### config.mk
export PLATFORM = sky130hd
export DESIGN_NAME = osm_output_select
export DESIGN_NICKNAME = d
export VERILOG_FILES = /design/src/osm_matrix.v /design/src/osm_output_select.v
export VERILOG_INCLUDE_DIRS = /design/src /design/src/src
export SDC_FILE = /design/constraint.sdc
export NUM_CORES = 1
export LEC_CHECK = 0
export BUFFER_PORTS_ARGS = -buffer_cell sky130_fd_sc_hd__buf_2
export CORE_ASPECT_RATIO = 0.75
export CORE_MARGIN = 4
export CORE_UTILIZATION = 44
export DETAILED_ROUTE_END_ITERATION = 10
export PLACE_DENSITY = 0.78
export SYNTH_ARGS = -nofsm -noshare
export SYNTH_HDL_FRONTEND = slang
export SYNTH_HIERARCHICAL = 1
export SYNTH_SLANG_ARGS = --single-unit
### constraint.sdc
create_clock -name clk -period 2.7 [get_ports clk]
set_input_delay 0.54 -clock clk [delete_from_list [all_inputs] [get_ports clk]]
set_output_delay 0.54 -clock clk [all_outputs]
set_load 0.02 [all_outputs]
### src/osm_defines.vh
`ifndef OSM_DEFINES_VH
`define OSM_DEFINES_VH
// Register subaddress and reset value
`define OSM_ADDR_OUTSEL   8'h16
`define OSM_OUTSEL_RESET  8'h00
`define OSM_RDATA_NONE    8'h00
// Field positions
`define OSM_AUTO_BIT      7
`define OSM_CM_HI         6
`define OSM_CM_LO         4
`define OSM_SRC_HI        1
`define OSM_SRC_LO        0
`define OSM_UNUSED_MASK   8'hf3
// Channel modes
`define OSM_CM_THRU       3'h0
`define OSM_CM_LL         3'h1
`define OSM_CM_RR         3'h2
`define OSM_CM_SWAP       3'h3
`define OSM_CM_AVG        3'h4
// Sources
`define OSM_SRC_FM        2'h0
`define OSM_SRC_NIC       2'h1
`define OSM_SRC_FM_M1     2'h2
`define OSM_SRC_FM_M2     2'h3
// Second channel mode value that forces FM mono under auto-mute
`define OSM_CH2_MUTE      2'h2
`endif

### src/osm_matrix.v
`timescale 1ns/10ps
`include "osm_defines.vh"
module osm_matrix #(
    parameter W = 16
) (
    // Clock, reset and enable
    input  wire         clk,
    input  wire         rst,
    input  wire         ce,
    // Selected pair and mode
    input  wire [2:0]   mode,
    input  wire [W-1:0] in_l,
    input  wire [W-1:0] in_r,
    // Matrixed output
    output reg  [W-1:0] out_l,
    output reg  [W-1:0] out_r
);
    function [W-1:0] avg;
        input [W-1:0] a;
        input [W-1:0] b;
        reg   [W:0]   s;
        begin
            s   = {a[W-1], a} + {b[W-1], b};
            avg = s[W:1];
        end
    endfunction

    always @(posedge clk or posedge rst) begin
        if (rst) begin
            out_l <= {W{1'b0}};
            out_r <= {W{1'b0}};
        end else if (ce) begin
            case (mode)
                `OSM_CM_LL: begin // RQ5
                    out_l <= in_l;
                    out_r <= in_l;
                end
                `OSM_CM_RR: begin // RQ5
                    out_l <= in_r;
                    out_r <= in_r;
                end
                `OSM_CM_SWAP: begin // RQ5
                    out_l <= in_r;
                    out_r <= in_l;
                end
                `OSM_CM_AVG: begin // RQ5
                    out_l <= avg(in_l, in_r);
                    out_r <= avg(in_l, in_r);
                end
                default: begin // RQ15
                    out_l <= in_l;
                    out_r <= in_r;
                end
            endcase
        end
    end
endmodule // osm_matrix

### src/osm_output_select.v
`timescale 1ns/10ps
`include "osm_defines.vh"
// Overview of operation
// RQ1: Register resets to all zeros
// RQ2: Eight-bit register at subaddress 22
// RQ3: Auto-select only with FM ident switch high
// RQ4: Auto matrix follows FM/NICAM ident flags
// RQ5: Manual modes: through, LL, RR, swap, average
// RQ6: Controller avoids average in high deviation
// RQ7: Controller writes zero to bits 3, 2
// RQ8: Source field picks output pair
// RQ9: Auto-select only for sources 0 and 1
// RQ10: Auto gives M/M, L/R, A/A or B/B
// RQ11: Auto-mute with mode 10 gives FM mono
// RQ12: FM inputs carry dematrix switching already
// RQ13: Controller sets FM mono before mixed sources
// RQ14: Output disable tri-states data, clock, select
// RQ15: Modes 5 to 7 act as straight through
module osm_output_select #(
    parameter W = 16
) (
    // Clock, reset, enable
    input  wire         clk,
    input  wire         rst,
    input  wire         ce,
    // Subaddressed register port
    input  wire [7:0]   reg_addr,
    input  wire         reg_wr,
    input  wire [7:0]   reg_wdata,
    output reg  [7:0]   reg_rdata,
    // Identification and mode inputs
    input  wire         fm_ident_switch,
    input  wire         fm_stereo_ident_flag,
    input  wire         fm_dual_ident_flag,
    input  wire         nicam_stereo_flag,
    input  wire         nicam_dual_flag,
    input  wire         auto_mute,
    input  wire [1:0]   second_channel_mode,
    input  wire         serial_out_enable,
    // Audio sources
    input  wire [W-1:0] fm_left,
    input  wire [W-1:0] fm_right,
    input  wire [W-1:0] fm_mono,
    input  wire [W-1:0] nicam_left,
    input  wire [W-1:0] nicam_right,
    input  wire [W-1:0] nicam_m1,
    input  wire [W-1:0] nicam_m2,
    // Serial port drivers from the formatter
    input  wire         sd_in,
    input  wire         sck_in,
    input  wire         ws_in,
    // Serial port pins
    output wire         sd_out,
    output wire         sd_oe,
    output wire         sck_out,
    output wire         sck_oe,
    output wire         ws_out,
    output wire         ws_oe,
    // Matrixed audio
    output wire [W-1:0] out_left,
    output wire [W-1:0] out_right,
    output wire [2:0]   eff_mode
);
    reg  [7:0]   sel_r;
    reg  [2:0]   mode_nxt;
    reg  [W-1:0] src_l;
    reg  [W-1:0] src_r;
    wire         auto_matrix_enable;
    wire [2:0]   chan_mode;
    wire [1:0]   src_sel;
    wire         auto_on;
    wire         is_nic;
    reg          st_flag;
    reg          du_flag;
    wire         mute_fm;
    wire         wr_hit;

    // Matrix mode under auto-select once the mute case is ruled out
    function [2:0] auto_mode;
        input       dual;
        input       stereo;
        input [2:0] mode;
        begin
            if (dual) begin
                if (mode == `OSM_CM_RR) begin
                    auto_mode = `OSM_CM_RR;
                end else begin
                    auto_mode = `OSM_CM_LL;
                end
            end else if (stereo) begin
                auto_mode = `OSM_CM_THRU;
            end else begin
                // Mono arrives on both inputs, so it passes straight through
                auto_mode = `OSM_CM_THRU;
            end
        end
    endfunction

    // Mixed FM plus NICAM pairs never take the automatic matrix
    function auto_source;
        input [1:0] src;
        begin
            auto_source = (src == `OSM_SRC_FM) || (src == `OSM_SRC_NIC);
        end
    endfunction

    // Undefined modes above the average act as straight through
    function [2:0] manual_mode;
        input [2:0] mode;
        begin
            if (mode > `OSM_CM_AVG) begin
                manual_mode = `OSM_CM_THRU;
            end else begin
                manual_mode = mode;
            end
        end
    endfunction

    // Only the select register answers; other subaddresses read as zero
    function [7:0] read_byte;
        input [7:0] addr;
        input [7:0] value;
        begin
            if (addr == `OSM_ADDR_OUTSEL) begin
                read_byte = value;
            end else begin
                read_byte = `OSM_RDATA_NONE;
            end
        end
    endfunction

    assign auto_matrix_enable = sel_r[`OSM_AUTO_BIT];
    assign chan_mode = sel_r[`OSM_CM_HI:`OSM_CM_LO];
    assign src_sel   = sel_r[`OSM_SRC_HI:`OSM_SRC_LO];
    assign wr_hit    = ce && reg_wr && reg_addr == `OSM_ADDR_OUTSEL; // RQ2

    always @(posedge clk or posedge rst) begin
        if (rst) begin
            sel_r <= `OSM_OUTSEL_RESET; // RQ1
        end else if (wr_hit) begin
            sel_r <= reg_wdata & `OSM_UNUSED_MASK; // RQ2
        end
    end

    always @(posedge clk or posedge rst) begin
        if (rst) begin
            reg_rdata <= `OSM_RDATA_NONE;
        end else if (ce) begin
            reg_rdata <= read_byte(reg_addr, sel_r); // RQ2
        end
    end

    assign auto_on = auto_matrix_enable && fm_ident_switch // RQ3
        && auto_source(src_sel); // RQ9
    assign is_nic  = (src_sel == `OSM_SRC_NIC);
    assign mute_fm = auto_mute
        && second_channel_mode == `OSM_CH2_MUTE; // RQ11

    // Sound-mode flags come from the decoder that feeds the chosen pair
    always @* begin
        if (is_nic) begin // RQ4
            st_flag = nicam_stereo_flag;
            du_flag = nicam_dual_flag;
        end else begin // RQ4
            st_flag = fm_stereo_ident_flag;
            du_flag = fm_dual_ident_flag;
        end
    end

    // Sources; FM inputs already carry dematrix switching
    always @* begin
        src_l    = fm_left;
        src_r    = fm_right;
        mode_nxt = manual_mode(chan_mode); // RQ15
        case (src_sel)
            `OSM_SRC_NIC: begin // RQ8
                src_l = nicam_left;
                src_r = nicam_right;
            end
            `OSM_SRC_FM_M1: begin // RQ8
                src_l = fm_mono;
                src_r = nicam_m1;
            end
            `OSM_SRC_FM_M2: begin // RQ8
                src_l = fm_mono;
                src_r = nicam_m2;
            end
            default: begin // RQ12
                src_l = fm_left;
                src_r = fm_right;
            end
        endcase
        if (auto_on) begin
            if (mute_fm) begin // RQ11
                src_l    = fm_mono;
                src_r    = fm_mono;
                mode_nxt = `OSM_CM_THRU;
            end else begin // RQ10
                mode_nxt = auto_mode(du_flag, st_flag, chan_mode);
            end
        end
    end

    osm_matrix #(
        .W(W)
    ) u_matrix (
        .clk   (clk),
        .rst   (rst),
        .ce    (ce),
        .mode  (mode_nxt),
        .in_l  (src_l),
        .in_r  (src_r),
        .out_l (out_left),
        .out_r (out_right)
    );

    assign eff_mode = mode_nxt;
    assign sd_out  = sd_in;
    assign sck_out = sck_in;
    assign ws_out  = ws_in;
    assign sd_oe   = serial_out_enable; // RQ14
    assign sck_oe  = serial_out_enable; // RQ14
    assign ws_oe   = serial_out_enable; // RQ14
endmodule // osm_output_select

==> metrics.cfg, run 1 <==
[timing]
hold_violations=0
holdWs_ps=298
fin_crit_ps=3060
tns_ps=-6100
max_slew_margin_pct=50.9
slew_viol_final=0
timing.final.crit_share_pct=113
fin_ws_ps=-364
rsz0062_at_grt=true
worst_clock_skew_ps=13.1
fmax_mhz=326
worst_pin_slew_ps=731
setup_viol_count_final=27

[outcome]
violations=negative setup slack
status=finished with violations

[setup_path]
slowest_stage=or4_1
cp-start-kind=flop
cp.required_ps=2900
slowest_delay_ps=540
crit_type=reg2reg
worstSetupEndpointType=flop
crit_arrival_ps=3270
worstPathCellList=buf_12 -> mux4_2 -> mux2_4 -> ha_4 -> a21oi_4 -> a211oi_4 -> or4_1 -> and4_4 -> a31oi_4
crit_fanout=7

[clocking]
cts_max_level=2
cts_tree=yes
path_clk_slew_ps=80
cts.path.max_buffers=2
clock-sinks=44
clk_latency_ps=290
cts_buffers=5
cts_hold_buf=0
clockRootBuffer=clkbuf_16

[yosys]
yosysWarningCount=6
syn_area_mm2=0.00433
yosysTopAreaCell=dfrtp_1
ys_ff_latch=44
synth_edf_count=0
ys_types=65
synth_top_area_share_pct=25.4
synthCells=490
postSynth.asyncResetShare_pct=100
synth_area_leaders=dfrtp_1, a21oi_1, mux4_1
avgSynthCellArea_um2=8.83
ys.flop_type=dfrtp_1
ys_seq_area_share_pct=25.4

[power]
p_switching_w=0.000852
power_leakage_nw=3.12
clkPwrFrac_pct=26.8
irDropWorstVdd_v=0.000289
power_density_mw_per_mm2=346
pwr-share-comb_pct=42.7
p_int_w=0.00156
sw_frac_of_total_pct=35.3
seq_power_share_pct=30.5

[detailed_routing]
vias=5322
wirelength_um=18500
avgRoutedWirePerCell_um=20.8
dr.pass1.iters=5
antenna_left=0
drt_iter0_drc=413
drcViolationCount=0
vias_per_cell=5.97

[global_routing]
grt_usage_pct=31.2
grt_pass1_wl_um=27900
grt_max_degree=51
grt_pass1_vias=5519
overflow=0
antenna_found_initial=0

[die]
die_y_um=93.9
rows=31
die-area_mm2=0.0115
pin_count=193
core_mm2=0.00962
start_util_pct=45.0
die_w_um=123

[min_path]
hp-class=in2async

[layout]
utilization_pct=72.7
nNetsFinal=919
diodes=0
drive_gt1_share_pct=58.2
syn2layout_area_growth_pct=61.5
final_common_cell=buf_2
layout.cells.non_filler=892
layout_common_cells=buf_2, buf_4, nor2_1, dfrtp_1, a21oi_1
final_area_mm2=0.00699

[placement]
place_area_mm2=0.00614
finalWeightedCongestion=0.944
post-place-cells=866
numPortBuffers=176
dp_hpwl_um=13600

[job]
max_cap_viol_count=0

-- synthesized netlist by cell type (7+ instances only) --
cell and instances:
a31oi_1 17, buf_4 11, buf_2 7, mux2_2 17, inv_1 9, a21oi_1 55, nand2_1 34, mux4_2 7
ha_1 15, and3_1 7, clkbuf_1 14, o21ai_0 17, nor2_1 58, mux4_1 9, nor3_1 10, dfrtp_1 44
nand3_1 32, mux2i_1 18
-- repair_timing --
action | in CTS | in global routing
gates resized for setup | 66 | 50
pin swaps | 24 | 29
endpoints found under the setup margin | 32 | 32
setup buffers | 10 | 11
-- per-stage QoR --
step	total power, W	worst slack, ps
after floorplan	0.00124	-309
after global placement	0.00158	-544
after detailed placement	0.00160	-609
after CTS	0.00232	-317
after global routing	0.00251	-442
final	0.00242	-364
-- final cells by class --
| class | instances | area (µm²) |
|---|---|---|
| Clock buffer | 6 | 139 |
| Clock inverter | 2 | 10.0 |
| Multi-Input combinational cell | 399 | 3620 |
| Fill cell | 736 | 2630 |
| Inverter | 10 | 40.0 |
| Timing Repair Buffer | 299 | 1910 |
| Tap cell | 132 | 165 |
| Sequential cell | 44 | 1100 |
-- power groups by stage --
stage | Combinational, W | Clock [W] | Sequential, W
2_1_floorplan | 0.000432 | 0 | 0.000803
3_3_place_gp | 0.000828 | 0 | 0.000747
3_5_place_dp | 0.000847 | 0 | 0.000749
4_1_cts | 0.000936 | 0.000645 | 0.000737
5_1_grt | 0.00110 | 0.000670 | 0.000743
6_report | 0.00103 | 0.000648 | 0.000737
-- final timing paths --
check                      cells after the start  slack (ps)                  to               start
max in group asynchronous                      3        2010  u_matrix/out_r[12]                 rst
hold / removal                                 2         300            sel_r[4]                 rst
setup / recovery                               9        -360   u_matrix/out_r[8]            sel_r[0]
hold reg to reg                                2         500  u_matrix/out_l[11]  u_matrix/out_l[11]
min in group clk                               2         480            sel_r[7]        reg_wdata[7]
setup reg to reg                               9        -360   u_matrix/out_r[8]            sel_r[0]
-- sequential cells by signal, indices dropped and copies added (netlist names) --
register / count
u_matrix/out_r: 16
sel_r: 6
u_matrix/out_l: 16
reg_rdata: 6
-- metal layers --
layer / routed length [µm] / track usage (%) / vias up / part of all wire, %
li1: - / - / 2382 / -
met1: 7210 / 38.0 / 2559 / 39
met2: 9140 / 54.6 / 310 / 49
met3: 1530 / 5.78 / 71 / 8.2
met4: 644 / 12.4 / 0 / 3.5
met5: 0 / 0 / - / 0
-- worst max-delay path, delay by kind of cell (launching register included) --
family | cells | cell delay (ps)
mux | 2 | 820
simple gates | 2 | 750
compound gates | 3 | 550
flops | 1 | 460
fa+ha+maj | 1 | 250
buf+inv | 1 | 140
-- cells by family (layout without fill, tap and decap cells) --
logic type / count (synthesis) / in the layout / synth area share [%]
compound gates: 138 / 138 / 20.6
xor+xnor: 2 / 2 / 0.405
fa+ha+maj: 16 / 16 / 4.80
buf+inv: 48 / 317 / 6.36
flops: 44 / 44 / 25.4
mux: 57 / 57 / 19.8
other cells: 1 / 2 / 0.0866
simple gates: 184 / 184 / 22.6
Note: power is estimated with default switching activity, not from simulation.
==> run 2: changes to the inputs <==
==> constraint.sdc (replaced) <==
create_clock -name clk -period 2.7 [get_ports clk]
set_input_delay 0.54 -clock clk [delete_from_list [all_inputs] [get_ports clk]]
set_output_delay 0.54 -clock clk [all_outputs]
set_load 0.01 [all_outputs]
==> metrics.cfg, run 2 (synthesis results as in run 1) <==
[outcome]
status=finished with violations
violations=negative setup slack

[min_path]
hp-class=in2async

[power]
power_density_mw_per_mm2=346
power_leakage_nw=3.12
irDropWorstVdd_v=0.000283

[layout]
nNetsFinal=921
n_fill_cell=701
diodes=0
drive_gt1_share_pct=58.7
final_area_mm2=0.00700
final_common_cell=buf_2
layout_common_cells=buf_2, buf_4, nor2_1, dfrtp_1
reg.largest.list=u_matrix/out_l: 16 flops, u_matrix/out_r: 16 flops
syn2layout_area_growth_pct=61.8

[timing]
worst_clock_skew_ps=7.90
max_slew_margin_pct=57.9
fin_crit_ps=2960
rsz0062_at_grt=true
holdWs_ps=293
fmax_mhz=337
slew_viol_final=0
hold_violations=0
setup_viol_count_final=29
worst_pin_slew_ps=627
timing.final.crit_share_pct=110
fin_ws_ps=-263

[detailed_routing]
drcViolationCount=0
dr.pass1.iters=6
avgRoutedWirePerCell_um=20.0
antenna_left=0
drt_iter0_drc=389
vias=5246
vias_per_cell=5.87
wirelength_um=17900

[clocking]
cts_tree=yes
cts.path.max_buffers=2
path_clk_slew_ps=70
clock-sinks=44
clk_latency_ps=290
cts_max_level=2
clockRootBuffer=clkbuf_16
cts_buffers=5

[placement]
pre_cts_slack_ps=-601
dp_hpwl_um=13500
place_area_mm2=0.00611
numPortBuffers=176
finalWeightedCongestion=0.942

[die]
start_util_pct=45.0
pin_count=193
die_w_um=123
rows=31
core_mm2=0.00962
die-area_mm2=0.0115
die_y_um=93.9

[job]
max_cap_viol_count=0

[setup_path]
slowest_stage=mux4_2
crit_type=reg2reg
crit_arrival_ps=3170
crit_fanout=7
worstSetupEndpointType=flop
cp-startpoint=sel_r[0]
cp-start-kind=flop
slowest_delay_ps=480
cp.required_ps=2910
worstPathCellList=buf_6 -> mux4_2 -> mux2_2 -> ha_1 -> and2_1 -> a211o_4 -> a211o_1 -> o211a_1 -> a31oi_1
r2r_start=sel_r[0]

[global_routing]
antenna_found_initial=0
overflow=0
grt_pass1_vias=5297
grt_max_degree=51
grt_pass1_wl_um=27200
grt_usage_pct=30.4

[run 2: path summary, 6_finish.rpt]
path	slack (ps)	endpoint	depth (start not counted)
worst max-delay path	-260	u_matrix/out_l[7]	9
worst min-delay path	290	reg_rdata[5]	2
worst max register to register	-260	u_matrix/out_l[7]	9
worst min register to register	490	u_matrix/out_r[11]	2
max in group asynchronous	1990	u_matrix/out_r[1]	3
min in group clk	480	sel_r[0]	2
[run 2: critical path, delay by kind of cell, from the launching register on]
kind	cells	cell delay, ps
multiplexers	2	800
adder cells (fa/ha/maj)	1	350
AND/OR/NAND/NOR	1	210
AO/OA/AOI/OAI	4	960
flip-flops	1	420
buffers and inverters	1	140
[run 2: stage by stage]
stage                     setup TNS (ps)  utilization [%]  power [W]  cells
final                              -4300             72.8    0.00242    894
after global routing               -7470             72.8    0.00253    894
after CTS                          -3560             69.6    0.00236    878
after detailed placement          -13500             63.6    0.00155    865
after global placement            -11880             63.6    0.00153    865
after floorplan                    -3560                -    0.00119    491
[run 2: cell type report]
type	count	area [µm²]	area share [%]
clock buffers	6	129	1.84
clock inverters	2	35.0	0.500
flip-flops and latches	44	1100	15.7
repair buffers	301	1900	27.2
well taps	132	165	2.36
multi-input cells	399	3630	51.8
inverters	10	37.5	0.536
[run 2: timing repair]
item / 4_1_cts / 5_1_grt
hold buffers: 0 / 0
cloned: 0 / 0
buffers inserted: 5 / 16
setup endpoints to repair: 31 / 34
resized for setup: 79 / 35
pin swaps: 21 / 25
[run 2: metal layers]
| metal | up-vias | track usage [%] | part of all wire, % |
|---|---|---|---|
| met5 | - | 0 | 0 |
| met4 | 0 | 9.13 | 2.0 |
| met3 | 33 | 5.12 | 7.7 |
| met2 | 277 | 51.9 | 49 |
| met1 | 2553 | 39.4 | 41 |
| li1 | 2383 | - | - |
[run 2: power by group]
group,switching (W),leakage [nW],total (W),internal [W]
clock network,0.000277,0.0808,0.000714,0.000436
registers,0.0000292,0.528,0.000737,0.000707
logic,0.000489,2.51,0.000970,0.000481
==> run 3: changes to the inputs <==
--- a/config.mk
+++ b/config.mk
@@ -6,12 +6,13 @@
 export SDC_FILE = /design/constraint.sdc
 export NUM_CORES = 1
 export LEC_CHECK = 0
-export BUFFER_PORTS_ARGS = -buffer_cell sky130_fd_sc_hd__buf_2
 export CORE_ASPECT_RATIO = 0.75
 export CORE_MARGIN = 4
-export CORE_UTILIZATION = 44
+export CORE_UTILIZATION = 51
+export CTS_BUF_LIST = sky130_fd_sc_hd__clkbuf_16
 export DETAILED_ROUTE_END_ITERATION = 10
-export PLACE_DENSITY = 0.78
+export DONT_BUFFER_PORTS = 1
+export PLACE_DENSITY = 0.69
 export SYNTH_ARGS = -nofsm -noshare
 export SYNTH_HDL_FRONTEND = slang
 export SYNTH_HIERARCHICAL = 1
==> metrics.cfg, run 3 (synthesis results as in run 1) <==
[global_routing]
grt_pass1_vias=4783
grt_pass1_wl_um=24700
grt_usage_pct=31.4
antenna_found_initial=2
overflow=0
grt_max_degree=53

[clocking]
cts_buffers=5
cts_tree=yes
path_clk_slew_ps=70
clockRootBuffer=clkbuf_16
clock-sinks=44
clk_latency_ps=300
cts_max_level=2
cts_hold_buf=0
cts.path.max_buffers=2

[placement]
pre_cts_slack_ps=-478
finalWeightedCongestion=0.921
dp_hpwl_um=11600
numPortBuffers=0

[timing]
timing.final.crit_share_pct=114
rsz0062_at_grt=true
setup_viol_count_final=29
max_slew_margin_pct=58.2
fin_ws_ps=-373
fmax_mhz=325
hold_violations=0
slew_viol_final=0
worst_clock_skew_ps=6.26
fin_crit_ps=3070
holdWs_ps=163
worst_pin_slew_ps=623

[setup_path]
cp_top_family=compound AO/OA/AOI/OAI gates
crit_type=reg2reg
crit_fanout=7
critical_path_buf_inv_count=1
worstPathCellList=buf_6 -> mux4_2 -> mux2_4 -> fa_2 -> a21o_1 -> a211o_4 -> a211o_1 -> o211a_1 -> a31oi_1
worstSetupEndpointType=flop
slowest_delay_ps=510
cp.required_ps=2910
slowest_stage=mux4_2
crit_arrival_ps=3280
cp-start-kind=flop

[detailed_routing]
drt_iter0_drc=789
drcViolationCount=0
vias_per_cell=7.15
wirelength_um=18600
avgRoutedWirePerCell_um=26.2
antenna_left=0
dr.pass1.iters=6
vias=5066

[outcome]
violations=negative setup slack
status=finished with violations

[job]
max_cap_viol_count=0

[layout]
nNetsFinal=760
reg.largest.list=u_matrix/out_l: 16 flops, u_matrix/out_r: 16 flops
drive_gt1_share_pct=50.9
layout_common_cells=buf_4, nor2_1, dfrtp_1, a21oi_1, nand2_1
final_common_cell=buf_4
syn2layout_area_growth_pct=47.4
utilization_pct=79.1

[die]
rows=28
die_y_um=87.8
core_mm2=0.00806
die-area_mm2=0.0100
die_w_um=114
pin_count=193
start_util_pct=53.7

[min_path]
hp-class=in2async

[power]
irDropWorstVdd_v=0.000343
power_density_mw_per_mm2=369
power_leakage_nw=2.54

-- run 3: cell count changes in the layout (fill, tap and decap cells not counted), moves of 4 or more --
cell and delta:
o21ai_1 -4, nor3_1 -5, buf_8 +4, buf_2 -176, mux4_1 -4, buf_6 +10
nor2_1 -4, mux4_2 +4, a21oi_2 -4
-- run 3: what timing repair did --
action	4_1_cts	5_1_grt
resized for setup	99	65
pin swaps	27	32
hold endpoints to repair	0	0
endpoints found under the setup margin	29	32
buffers inserted	25	16
-- run 3: worst paths after layout --
check	start	to	slack, ps	depth (start not counted)
max in group asynchronous	rst	u_matrix/out_l[4]	2150	2
hold reg to reg	u_matrix/out_r[1]	u_matrix/out_r[1]	580	2
setup / recovery	sel_r[0]	u_matrix/out_l[7]	-370	9
hold / removal	rst	reg_rdata[4]	160	1
setup reg to reg	sel_r[0]	u_matrix/out_l[7]	-370	9
min in group clk	ce	u_matrix/out_l[0]	340	1
-- run 3: through the flow --
step	total power [W]	instance area, µm²	setup TNS (ps)	std cells
2_1_floorplan	0.00119	4500	-3560	491
3_3_place_gp	0.00135	5170	-7970	659
3_5_place_dp	0.00137	5170	-9370	659
4_1_cts	0.00221	5940	-4450	692
5_1_grt	0.00243	6370	-8910	708
6_report	0.00235	6380	-7470	709
-- run 3: report_power, final --
group | switching (W) | internal, W | total [W]
sequential | 0.0000630 | 0.000708 | 0.000771
clock | 0.000284 | 0.000436 | 0.000720
combinational | 0.000445 | 0.000419 | 0.000863
total | 0.000792 | 0.00156 | 0.00235
-- run 3: area by class of cell --
cell class,instances,area (µm²)
Antenna cell,3,7.51
Fill cell,434,1680
Clock buffer,5,125
Inverter,10,37.5
Multi-Input combinational cell,399,3750
Clock inverter,3,42.5
Tap cell,105,131
Sequential cell,44,1100
Timing Repair Buffer,140,1180
-- run 3: per-layer routing --
layer | GRT usage [%] | part of all wire, % | vias to the layer above
met1 | 41.1 | 36 | 2420
li1 | - | - | 2061
met3 | 7.25 | 12 | 122
met2 | 51.7 | 47 | 463
met5 | 0 | 0 | -
met4 | 11.0 | 5.3 | 0
